### config.mk
export PLATFORM = sky130hd
export DESIGN_NAME = fp_action
export DESIGN_NICKNAME = d
export VERILOG_FILES = /design/src/fp_pkg.sv /design/src/fp_layer_skip.sv /design/src/fp_key_select.sv /design/src/fp_action.sv
export SDC_FILE = /design/constraint.sdc
export NUM_CORES = 1
export LEC_CHECK = 0
export ABC_CLOCK_PERIOD_IN_PS = 3300
export BUFFER_PORTS_ARGS = -buffer_cell sky130_fd_sc_hd__buf_4
export CAP_MARGIN = 20
export CORE_MARGIN = 2
export CORE_UTILIZATION = 45
export CTS_BUF_LIST = sky130_fd_sc_hd__clkbuf_8
export CTS_CLUSTER_DIAMETER = 150
export DETAILED_ROUTE_END_ITERATION = 10
export PLACE_DENSITY = 0.74
export SLEW_MARGIN = 5
export SYNTH_ARGS = -nofsm -noshare
export SYNTH_HDL_FRONTEND = slang
export SYNTH_SLANG_ARGS = --single-unit
export TNS_END_PERCENT = 1
### constraint.sdc
create_clock -name CORE_CLK_I -period 3.3 [get_ports CORE_CLK_I]
set_input_delay 0.66 -clock CORE_CLK_I [delete_from_list [all_inputs] [get_ports CORE_CLK_I]]
set_output_delay 0.66 -clock CORE_CLK_I [all_outputs]
set_load 0.005 [all_outputs]
### src/fp_pkg.sv
// constants and carrier types for the lookup action frame pointer block
// assumes a single core clock domain and an APB master for the registers
// Operation
// - forcing on: pipeline point from short 3-bit or full 5-bit field
// - 4-bit next key select: 0 default, 1..14 force key, 15 stop lookups
// - key 8 puts destination MAC and IPv4 in source key fields
// - key 5 picks triple tag or triple tag index key by per-lookup bit; here cfg bit 0 picks it for every lookup
// - pointer advances by 2-bit word offset times four bytes
// - pointer advances by 5-bit halfword offset times two bytes
// - skipped reserved labels are passed already, not counted in offsets
// - layer skip applies first, explicit offset added afterwards
// - layer skip 0 none, 1 passes MACs and 0..3 tags, 3 reserved
// - skip 2 also passes IP header with options, control word with IP too
// - new layer loaded only if pointer moved, or raw data with key select
// - layer codes: ethernet, control word, label, raw data
// - normalize asks rewriter to strip all bytes before the pointer
// - pointer update completes before the strip request uses it
// - strip request never exceeds 42 bytes
// - 2-bit force code none, extract, inject, loopback; overrides point
package fp_pkg;
    localparam int PTR_W = 8;
    localparam logic [7:0] MAX_STRIP = 8'd42;
    localparam logic [7:0] MAC_BYTES = 8'd12;
    localparam logic [7:0] TAG_BYTES = 8'd4;
    localparam logic [7:0] TYPE_BYTES = 8'd2;
    localparam logic [7:0] IP6_BYTES = 8'd40;
    localparam logic [3:0] KEY_DEFAULT = 4'h0;
    localparam logic [3:0] KEY_TRIPLE = 4'h5;
    localparam logic [3:0] KEY_NORMAL_DST = 4'h8;
    localparam logic [3:0] KEY_DONE = 4'hf;
    localparam logic [3:0] KEY_TRIPLE_IDX_OUT = 4'he;
    localparam logic [4:0] FULL_PT_MAX = 5'd16;
    // apb map
    localparam logic [11:0] ADR_CFG = 12'h000;
    localparam logic [11:0] ADR_STAT = 12'h004;
    localparam logic [11:0] ADR_PTR = 12'h008;
    localparam logic [11:0] ADR_CNT = 12'h00c;
    localparam int CFG_TRI_BIT = 0;
    localparam int CFG_FULL_BIT = 1;
    localparam logic [31:0] CFG_RESET = 32'h0000_0002;

    typedef enum logic [1:0] {
        LAYER_ETH = 2'd0,
        LAYER_CTRL = 2'd1,
        LAYER_MPLS = 2'd2,
        LAYER_DATA = 2'd3
    } layer_t;

    typedef enum logic [1:0] {
        SKIP_NONE = 2'd0,
        SKIP_L2 = 2'd1,
        SKIP_L3 = 2'd2,
        SKIP_RSV = 2'd3
    } skip_t;

    typedef enum logic [1:0] {
        FORCE_NONE = 2'd0,
        FORCE_XTR = 2'd1,
        FORCE_INJ = 2'd2,
        FORCE_LBK = 2'd3
    } force_t;

    // action word of one lookup; absent fields are driven zero
    typedef struct packed {
        logic valid;
        force_t force_pipeline_code;
        logic [2:0] short_pipeline_point;
        logic [4:0] full_pipeline_point;
        logic [3:0] next_lookup_key_select;
        logic [1:0] word_offset_step;
        logic [4:0] halfword_offset_step;
        skip_t layer_skip_select;
        layer_t layer_after_move;
        logic strip_leading_request;
    } action_t;

    // frame context from the parser
    typedef struct packed {
        layer_t layer;
        logic [7:0] ptr;
        logic [1:0] tag_cnt;
        logic [3:0] ip_version;
        logic [3:0] ip4_ihl;
    } frame_ctx_t;

    typedef struct packed {
        logic valid;
        logic [3:0] key_type;
        logic key_dst_swap;
        logic stop_lookups;
        logic [7:0] ptr;
        layer_t layer;
        logic pipe_valid;
        logic [4:0] pipe_point;
        force_t pipe_act;
        logic strip_valid;
        logic [7:0] strip_bytes;
    } result_t;
endpackage

### src/fp_layer_skip.sv
// layer skip length for the current frame context
// assumes parser supplies tag count, ip version and ipv4 header length
`timescale 1ns/1ps
module fp_layer_skip (
    // context
    input wire fp_pkg::frame_ctx_t ctx_i,
    input wire fp_pkg::skip_t sel_i,
    // result
    output logic [7:0] skip_bytes_o
);
    import fp_pkg::*;
    logic [7:0] l2_len;
    logic [7:0] ip_len;
    always_comb begin
        l2_len = MAC_BYTES + TYPE_BYTES + 8'(ctx_i.tag_cnt) * TAG_BYTES;
        ip_len = (ctx_i.ip_version == 4'h4) ? {2'b00, ctx_i.ip4_ihl, 2'b00}
                                            : IP6_BYTES;
        skip_bytes_o = 8'h00;
        case (sel_i)
            SKIP_L2: begin
                if (ctx_i.layer == LAYER_ETH) begin
                    skip_bytes_o = l2_len;
                end
            end
            SKIP_L3: begin
                if (ctx_i.layer == LAYER_ETH) begin
                    skip_bytes_o = 8'(l2_len + ip_len);
                end else if (ctx_i.layer == LAYER_CTRL &&
                        (ctx_i.ip_version == 4'h4 ||
                         ctx_i.ip_version == 4'h6)) begin
                    skip_bytes_o = ip_len;
                end
            end
            // reserved code moves nothing
            default: skip_bytes_o = 8'h00;
        endcase
    end
endmodule

### src/fp_key_select.sv
// next key selection decode
// assumes the per-lookup triple tag choice bit comes from configuration
`timescale 1ns/1ps
module fp_key_select (
    // request
    input wire logic [3:0] sel_i,
    input wire logic triple_tag_key_choice_i,
    // decode
    output logic [3:0] key_o,
    output logic dst_swap_o,
    output logic stop_o
);
    import fp_pkg::*;
    always_comb begin
        key_o = sel_i;
        dst_swap_o = (sel_i == KEY_NORMAL_DST);
        stop_o = (sel_i == KEY_DONE);
        // triple tag index key reported on code 14, the top code of the force key range
        if (sel_i == KEY_TRIPLE && triple_tag_key_choice_i) begin
            key_o = KEY_TRIPLE_IDX_OUT;
        end
    end
endmodule

### src/fp_action.sv
// action interpreter: pointer, layer, key, pipeline point, strip request
// assumes one action per cycle from lookup; apb master per amba protocol
`timescale 1ns/1ps
module fp_action (
    // clock and reset
    input wire logic CORE_CLK_I,
    input wire logic NRST_I,
    // apb slave
    input wire logic PSEL_I,
    input wire logic PENABLE_I,
    input wire logic PWRITE_I,
    input wire logic [11:0] PADDR_I,
    input wire logic [31:0] PWDATA_I,
    output logic [31:0] PRDATA_O,
    output logic PREADY_O,
    output logic PSLVERR_O,
    // lookup action and frame context
    input wire fp_pkg::action_t ACTION_I,
    input wire fp_pkg::frame_ctx_t CTX_I,
    // to key generator and rewriter
    output fp_pkg::result_t RESULT_O
);
    import fp_pkg::*;

    ////////////////////////////////////////////////////////////////////////
    // registers
    logic [31:0] cfg_q;
    logic [7:0] last_ptr_q;
    layer_t last_layer_q;
    logic [15:0] act_cnt_q;
    logic sticky_clip_q;
    logic [31:0] rdata_d;
    logic apb_acc;
    logic addr_ok;

    assign apb_acc = PSEL_I && PENABLE_I;
    always_comb begin
        addr_ok = 1'b1;
        rdata_d = 32'h0000_0000;
        case (PADDR_I)
            ADR_CFG: rdata_d = {30'h0, cfg_q[1:0]};
            ADR_STAT: rdata_d = {29'h0, sticky_clip_q, last_layer_q};
            ADR_PTR: rdata_d = {24'h0, last_ptr_q};
            ADR_CNT: rdata_d = {16'h0, act_cnt_q};
            default: addr_ok = 1'b0;
        endcase
    end

    // zero wait state slave; unmapped address answers with an error
    always_ff @(posedge CORE_CLK_I or negedge NRST_I) begin
        if (!NRST_I) begin
            PREADY_O <= 1'b0;
            PSLVERR_O <= 1'b0;
            PRDATA_O <= 32'h0000_0000;
        end else begin
            PREADY_O <= PSEL_I && !PENABLE_I;
            PSLVERR_O <= PSEL_I && !PENABLE_I && !addr_ok;
            if (PSEL_I && !PENABLE_I && !PWRITE_I) begin
                PRDATA_O <= rdata_d;
            end
        end
    end

    always_ff @(posedge CORE_CLK_I or negedge NRST_I) begin
        if (!NRST_I) begin
            cfg_q <= CFG_RESET;
        end else if (apb_acc && PREADY_O && PWRITE_I &&
                PADDR_I == ADR_CFG) begin
            cfg_q <= {30'h0, PWDATA_I[1:0]};
        end
    end

    ////////////////////////////////////////////////////////////////////////
    // pointer datapath
    action_t act;
    logic [7:0] skip_bytes;
    logic [8:0] ptr_after_skip;
    logic [8:0] ptr_new;
    logic moved;
    logic [3:0] key_sel;
    logic dst_swap;
    logic stop;
    layer_t layer_new;
    logic [7:0] strip_d;
    logic clip;

    // absent fields arrive zero, so an invalid action does nothing
    assign act = ACTION_I.valid ? ACTION_I : '0;

    fp_layer_skip u_skip (
        .ctx_i(CTX_I),
        .sel_i(act.layer_skip_select),
        .skip_bytes_o(skip_bytes)
    );

    fp_key_select u_key (
        .sel_i(act.next_lookup_key_select),
        .triple_tag_key_choice_i(cfg_q[CFG_TRI_BIT]),
        .key_o(key_sel),
        .dst_swap_o(dst_swap),
        .stop_o(stop)
    );

    always_comb begin
        // context pointer already passes skipped reserved labels
        ptr_after_skip = {1'b0, CTX_I.ptr} + {1'b0, skip_bytes};
        ptr_new = ptr_after_skip
                + {5'h0, act.word_offset_step, 2'b00}
                + {3'h0, act.halfword_offset_step, 1'b0};
        moved = (ptr_new[7:0] != CTX_I.ptr) || ptr_new[8];
        layer_new = CTX_I.layer;
        if (moved || (CTX_I.layer == LAYER_DATA &&
                act.next_lookup_key_select != KEY_DEFAULT)) begin
            layer_new = act.layer_after_move;
        end
        // strip length taken from the updated pointer
        clip = ptr_new[8] || (ptr_new[7:0] > MAX_STRIP);
        strip_d = clip ? MAX_STRIP : ptr_new[7:0];
    end

    ////////////////////////////////////////////////////////////////////////
    // result register
    always_ff @(posedge CORE_CLK_I or negedge NRST_I) begin
        if (!NRST_I) begin
            RESULT_O <= '0;
        end else begin
            RESULT_O.valid <= ACTION_I.valid;
            RESULT_O.key_type <= key_sel;
            RESULT_O.key_dst_swap <= dst_swap;
            RESULT_O.stop_lookups <= stop;
            RESULT_O.ptr <= ptr_new[7:0];
            RESULT_O.layer <= layer_new;
            RESULT_O.pipe_valid <= act.force_pipeline_code != FORCE_NONE;
            RESULT_O.pipe_act <= act.force_pipeline_code;
            if (cfg_q[CFG_FULL_BIT]) begin
                RESULT_O.pipe_point <= (act.full_pipeline_point > FULL_PT_MAX)
                    ? FULL_PT_MAX : act.full_pipeline_point;
            end else begin
                RESULT_O.pipe_point <= {2'b00, act.short_pipeline_point};
            end
            RESULT_O.strip_valid <= act.strip_leading_request;
            RESULT_O.strip_bytes <= act.strip_leading_request
                ? strip_d : 8'h00;
        end
    end

    ////////////////////////////////////////////////////////////////////////
    // status
    always_ff @(posedge CORE_CLK_I or negedge NRST_I) begin
        if (!NRST_I) begin
            last_ptr_q <= 8'h00;
            last_layer_q <= LAYER_ETH;
            act_cnt_q <= 16'h0000;
        end else if (ACTION_I.valid) begin
            last_ptr_q <= ptr_new[7:0];
            last_layer_q <= layer_new;
            act_cnt_q <= act_cnt_q + 16'h0001;
        end
    end

    // set wins over a software clear in the same cycle
    always_ff @(posedge CORE_CLK_I or negedge NRST_I) begin
        if (!NRST_I) begin
            sticky_clip_q <= 1'b0;
        end else if (act.strip_leading_request && clip) begin
            sticky_clip_q <= 1'b1;
        end else if (apb_acc && PREADY_O && PWRITE_I &&
                PADDR_I == ADR_STAT && PWDATA_I[2]) begin
            sticky_clip_q <= 1'b0;
        end
    end
endmodule

### Word level (Yosys, flattened, before mapping)

Index checks and enable logic that the tools add are counted.

* register bits: 97
* input port bits: 96
* output and inout bits: 68

* add/subtract/negate cells: 6
* $lt $le $gt $ge: 2
* equal/unequal tests: 13
* multiplexer cells: 16
* reductions and logical operators: 26

Operator list (number)
* case mux 16 bit (4 select lines): 1
* two-way mux 8 bit: 5
* two-way mux 26 bit: 1
* == test 12 x 4 -> 1 bit (second input constant): 2
* adder 16 x 1 -> 16 bit (second input constant): 1
* case mux 8 bit (2 select lines): 1
* logical AND 1 bit: 13
* == test 12 x 3 -> 1 bit (second input constant): 1
* == test 4 x 3 -> 1 bit (second input constant): 3
* zero test 12 bit: 1
* two-way mux 5 bit: 2
* adder 8 x 8 -> 9 bit: 1
* adder 9 x 4 -> 9 bit: 1
* adder 9 x 6 -> 9 bit: 1
* adder 8 bit: 1
* == test 4 bit (second input constant): 2
* greater-than comparator 8 x 6 -> 1 bit (second input constant): 1
* != test 8 bit: 1
* two-way mux 6 bit: 1
* adder 4 x 4 -> 5 bit (first input constant): 1
* greater-than comparator 5 bit (second input constant): 1
* == test 2 x 1 -> 1 bit (second input constant): 2
* == test 2 bit (second input constant): 2
* logical OR 1 bit: 4
* 8 further kinds: 13

### Depth between registers and ports, before layout

* word-level depth: 13
* depth in mapped cells: 20
* mapped depth without buffers: 20

### By module

Synthesis repeated with hierarchy kept, for this count alone.

* cell total of the unflattened synthesis: 440
* area total of the unflattened synthesis: 4608.2 um^2

By module, submodules not included
* fp_action: instances 1, cells an instance 376, area each 4146.5 um^2
* fp_layer_skip: instances 1, cells an instance 55, area each 402.9 um^2
* fp_key_select: instances 1, cells an instance 9, area each 58.8 um^2

### Least setup slack after synthesis

Ideal clock, no wire load.

* path kind: input port to flip-flop
* start point: input port CTX_I[4] (netlist bit)
* end point: register RESULT_O[17] (netlist bit)
* setup time: 0.079 ns
* data arrival time: 4.966 ns
* slack: -1.746 ns
* cell stages on the path: 20
* buffers on the path: 0
* cells stage by stage: or3b_1 -> nor2_1 -> and2_1 -> ha_1 -> inv_1 -> fa_1 -> nor2b_1 -> nor3_1 -> a31oi_1 -> o22ai_1 -> nand2b_1 -> fa_1 -> inv_1 -> ha_1 -> fa_1 -> a21o_1 -> a221oi_1 -> nor2_1 -> nor4_2 -> mux2i_1

* longest elaborated chain between the ends: 13

RTL lines
* from (decl): line fp_action.sv:19 `input wire fp_pkg::frame_ctx_t CTX_I,`
* branches (longest 4 deep; another with adder 8 bit)
* two-way mux 8 bit *: line fp_layer_skip.sv:26 `if (ctx_i.layer == LAYER_ETH) begin`
* case mux 8 bit (2 select lines) *: line fp_layer_skip.sv:19 `case (sel_i)`
* adder 8 x 8 -> 9 bit *: line fp_action.sv:106 `ptr_after_skip = {1'b0, CTX_I.ptr} + {1'b0, skip_bytes};`
* adder 9 x 4 -> 9 bit *: line fp_action.sv:108 `+ {5'h0, act.word_offset_step, 2'b00}`
* adder 9 x 6 -> 9 bit *: line fp_action.sv:109 `+ {3'h0, act.halfword_offset_step, 1'b0};`
* != test 8 bit: line fp_action.sv:110 `moved = (ptr_new[7:0] != CTX_I.ptr) || ptr_new[8];`
* logical OR 1 bit *: line fp_action.sv:110
* logical OR 1 bit *: line fp_action.sv:112 `if (moved || (CTX_I.layer == LAYER_DATA &&`
* two-way mux 2 bit *: line fp_action.sv:112
* via layer_new[0]: line fp_action.sv:83 `layer_t layer_new;`
* to (decl): line fp_action.sv:21 `output fp_pkg::result_t RESULT_O`

Mark *: on every way through the listed nets, which the timed path passes.
A chain may end at the register's enable or synchronous reset.

### Worst setup path in the final report

* start point: input port CTX_I[4] (netlist bit)
* end point: register last_layer_q[1]

* longest elaborated chain between the ends: 13

RTL lines
* branches (longest 4 deep; another with adder 8 bit)
* two-way mux 8 bit *: line fp_layer_skip.sv:26
* case mux 8 bit (2 select lines) *: line fp_layer_skip.sv:19
* adder 8 x 8 -> 9 bit *: line fp_action.sv:106
* adder 9 x 4 -> 9 bit *: line fp_action.sv:108
* adder 9 x 6 -> 9 bit *: line fp_action.sv:109
* != test 8 bit: line fp_action.sv:110
* logical OR 1 bit *: line fp_action.sv:110
* logical OR 1 bit *: line fp_action.sv:112
* two-way mux 2 bit *: line fp_action.sv:112
* to (signal assigned): line fp_action.sv:156 `last_layer_q <= layer_new;`
* to (decl): line fp_action.sv:29 `layer_t last_layer_q;`

Every way passes the cells marked *.

==> flow_summary.ini <==
[pwr]
swShare_pct = 26.94
peakVddDrop_v = 0.0002280
p_clk_share_pct = 33.4
power_switching_uw = 778.8
p_per_area_nw_per_um2 = 462.0
leakage_nw = 3.060
p_int_mw = 2.113
power_frac_seq_pct = 40.9
pwr-share-comb_pct = 25.7
finalPower_mw = 2.892

[run_status]
run_status = finished, violations left
violations = setup timing

[grt]
grt_pass1_vias = 3494
met2_usage_pct = 35.09
grt_util_met3_pct = 3.932
grt_use_met1_pct = 25.41
grt_max_degree = 82
antenna_found_initial = 0
grt-busiest-layer = met2
grt_use_total_pct = 20.20
overflow = 0
grt_pass1_wl_um = 16460

[floorplan]
die_w_um = 102.9
coreArea_um2 = 9639
start_util_pct = 45.64
die_h_um = 102.9
die_area_um2 = 10580
ios = 164
row_count = 36

[clocking]
cts_tree = built
cts_hold_buf = 0
root_buffer = clkbuf_8
worstSkewPairLatency_ns = 0.35
cts_buffers = 9
htree_levels = 3
clock-sinks = 81
ctsLongestPathBuffers = 2
clkSlewWorstSetupHoldPaths_ns = 0.09

[routing]
routed_wl_um = 10360
vias = 3453
drt-pass1-iter-count = 4
drt_iter0_drc = 105
ant_nets = 0
wl_per_cell_um = 14.80
viasPerCell = 4.933
drc = 0

[synth]
synth-seq-cells = 81
synthDistinctLibCells = 69
netlist_area_um2 = 4399
syn_avg_cell_area_um2 = 11.28
synth_edf_count = 0
synth.area.top_cells = dfrtp_1, ha_1, fa_1, buf_4, xnor2_1
synth_warnings = 0
async_reset_ff_share_pct = 100.0
syn_inst = 390
synth-seq-area-share_pct = 46.10
synth_top_cell_by_area = dfrtp_1
ys.flop_type = dfrtp_1
synth.top_cell.area_share_pct = 45.51

[timing]
fmax_ghz = 0.2130
min_period_over_period_pct = 142.3
hold_viol = 0
hold_slack_ns = 0.2414
period_needed_ns = 4.696
slew_viol_final = 0
layout_setup_ws_ns = -1.396
rsz0062_at_grt = yes
setup-violations-final = 20
finClkSkew_ns = 0.01000
fin_setup_tns_ns = -22.20

[worst_setup_path]
critPathTopFamily = adder cells
crit_path_cell_trace = buf_6, or3b_4, nor2_4, and2_4, ha_4, inv_2, fa_2, nor2b_1, nor3_2, a31oi_1, o22ai_1, nand2b_1, fa_1, inv_2, ha_4, fa_2, buf_4, nand3_1, a22oi_2, o21ai_1, o41a_1, a21oi_2
cpPeakStageDelay_ns = 0.52
rr_worst_depth = 5
start_kind = primary input
crit_fanout = 3
slowest_stage = fa_1
reg2reg_slack_ns = 1.77
path_buf_inv = 4
crit_type = in2reg
cp-end-kind = flop
worstPathArrival_ns = 4.97
cp.required_ns = 3.58
r2r_end = act_cnt_q[15]
regToRegStartpoint = act_cnt_q[3]

[placed_design]
portBuffers = 118
place_congestion = 0.9049
dp_hpwl_um = 7776
pre_cts_ws_ns = -1.841

[flow_run]
maxCapViolCount = 0

[layout]
synthToLayoutAreaGrowth_pct = 42.26
fillers = 801
diodes = 0
layout-drive-gt1-share_pct = 43.74
fin_nets = 684

[worst_hold_path]
hp-class = in2async
==> how the worst max path moves through the flow <==
stage              from         endpoint  slack [ns]  depth (start not counted)
3_3_place_gp   CTX_I[7]  last_layer_q[0]       -1.75                         21
3_5_place_dp   CTX_I[7]  last_layer_q[1]       -1.84                         21
6_report       CTX_I[4]  last_layer_q[1]       -1.40                         22
4_1_cts        CTX_I[4]     RESULT_O[17]       -1.30                         21
5_1_grt        CTX_I[4]  last_layer_q[1]       -1.59                         22
2_1_floorplan  CTX_I[7]     RESULT_O[17]       -1.46                         20
==> cell usage in the layout (no fill, tap or decap), types with 5 or more instances in the layout <==
| cell | count |
|---|---|
| nor2_1 | 16 |
| ha_1 | 12 |
| ha_4 | 5 |
| nand4_1 | 8 |
| mux2i_1 | 8 |
| a22o_1 | 8 |
| conb_1 | 18 |
| and2_1 | 13 |
| o21ai_1 | 9 |
| buf_4 | 168 |
| clkbuf_8 | 10 |
| nor2b_1 | 5 |
| nand3_1 | 9 |
| xnor2_1 | 13 |
| xor2_1 | 6 |
| inv_1 | 22 |
| a21o_1 | 7 |
| mux2_2 | 8 |
| nand2b_1 | 9 |
| nand2_1 | 26 |
| dfrtp_1 | 80 |
| fa_1 | 7 |
==> through the flow <==
step	util [%]	instance area (um2)	instances
after global placement	59.77	5762	680
after floorplan	-	4527	407
final	64.93	6259	700
after CTS	64.10	6178	698
after detailed placement	59.77	5762	680
after global routing	64.93	6259	700
==> metal layers <==
layer | share of wire, % | wire [um]
met3 | 5.8 | 601
met5 | 0 | 0
met2 | 50 | 5206
met4 | 2.0 | 212
met1 | 42 | 4337
==> cells by family (layout without fill, tap and decap cells) <==
logic type                 after synthesis  in the layout  share of synthesized area [%]
and+or+nand+nor                        128            128                          17.44
buffers and inverters                   53            213                          6.598
other                                    1             18                        0.08524
DFF                                     81             81                          46.10
AOI/OAI and AO/OA                       57             57                          9.727
xor gates and xnor gates                24             24                          5.717
adders and majority gates               26             26                          8.930
muxes                                   20             20                          5.404
==> flip-flops by register name (all words and copies together) (netlist names) <==
name and cells:
PSLVERR_O 1, cfg_q 2, sticky_clip_q 1, last_ptr_q 8, PREADY_O 1, last_layer_q 2
RESULT_O 34, act_cnt_q 16, PRDATA_O 16
==> cell usage after synthesis, drive strengths merged, types with 3 or more instances <==
cell,count
nor4,5
o21ai,10
nand2,27
nor2b,5
nor3,5
xor2,8
a31oi,4
nand3b,3
a21boi,3
fa,9
nand4,9
a21oi,7
nor2,20
mux2i,8
and3,5
and4,3
buf,18
nand3,10
inv,24
mux2,10
a22o,8
or2,3
o22ai,3
ha,17
dfrtp,80
a21o,7
xnor2,15
and2,15
nand2b,9
clkbuf,11
==> power groups by stage <==
| stage | logic [mW] | registers [mW] | clock network [mW] |
|---|---|---|---|
| finish | 0.744 | 1.18 | 0.965 |
| global route | 0.817 | 1.20 | 1.02 |
| CTS | 0.724 | 1.18 | 0.980 |
| detailed placement | 0.681 | 1.20 | 0 |
| global placement | 0.659 | 1.20 | 0 |
| floorplan | 0.377 | 1.18 | 0 |
==> layout make-up <==
class | instances | area [um2] | area share (%)
clock buffer | 10 | 137.6 | 2.199
clock inverter | 6 | 137.6 | 2.199
inverter | 24 | 90.09 | 1.439
multi-input combinational | 273 | 2356 | 37.64
sequential | 81 | 2028 | 32.41
tap | 133 | 166.4 | 2.659
timing repair buffer | 173 | 1343 | 21.45
==> what timing repair did <==
item | CTS | global route
pin swaps | 24 | 5
buffers inserted | 2 | 1
resized for setup | 23 | 6
setup endpoints to repair | 20 | 20
Power figures use the tool's default switching activity.
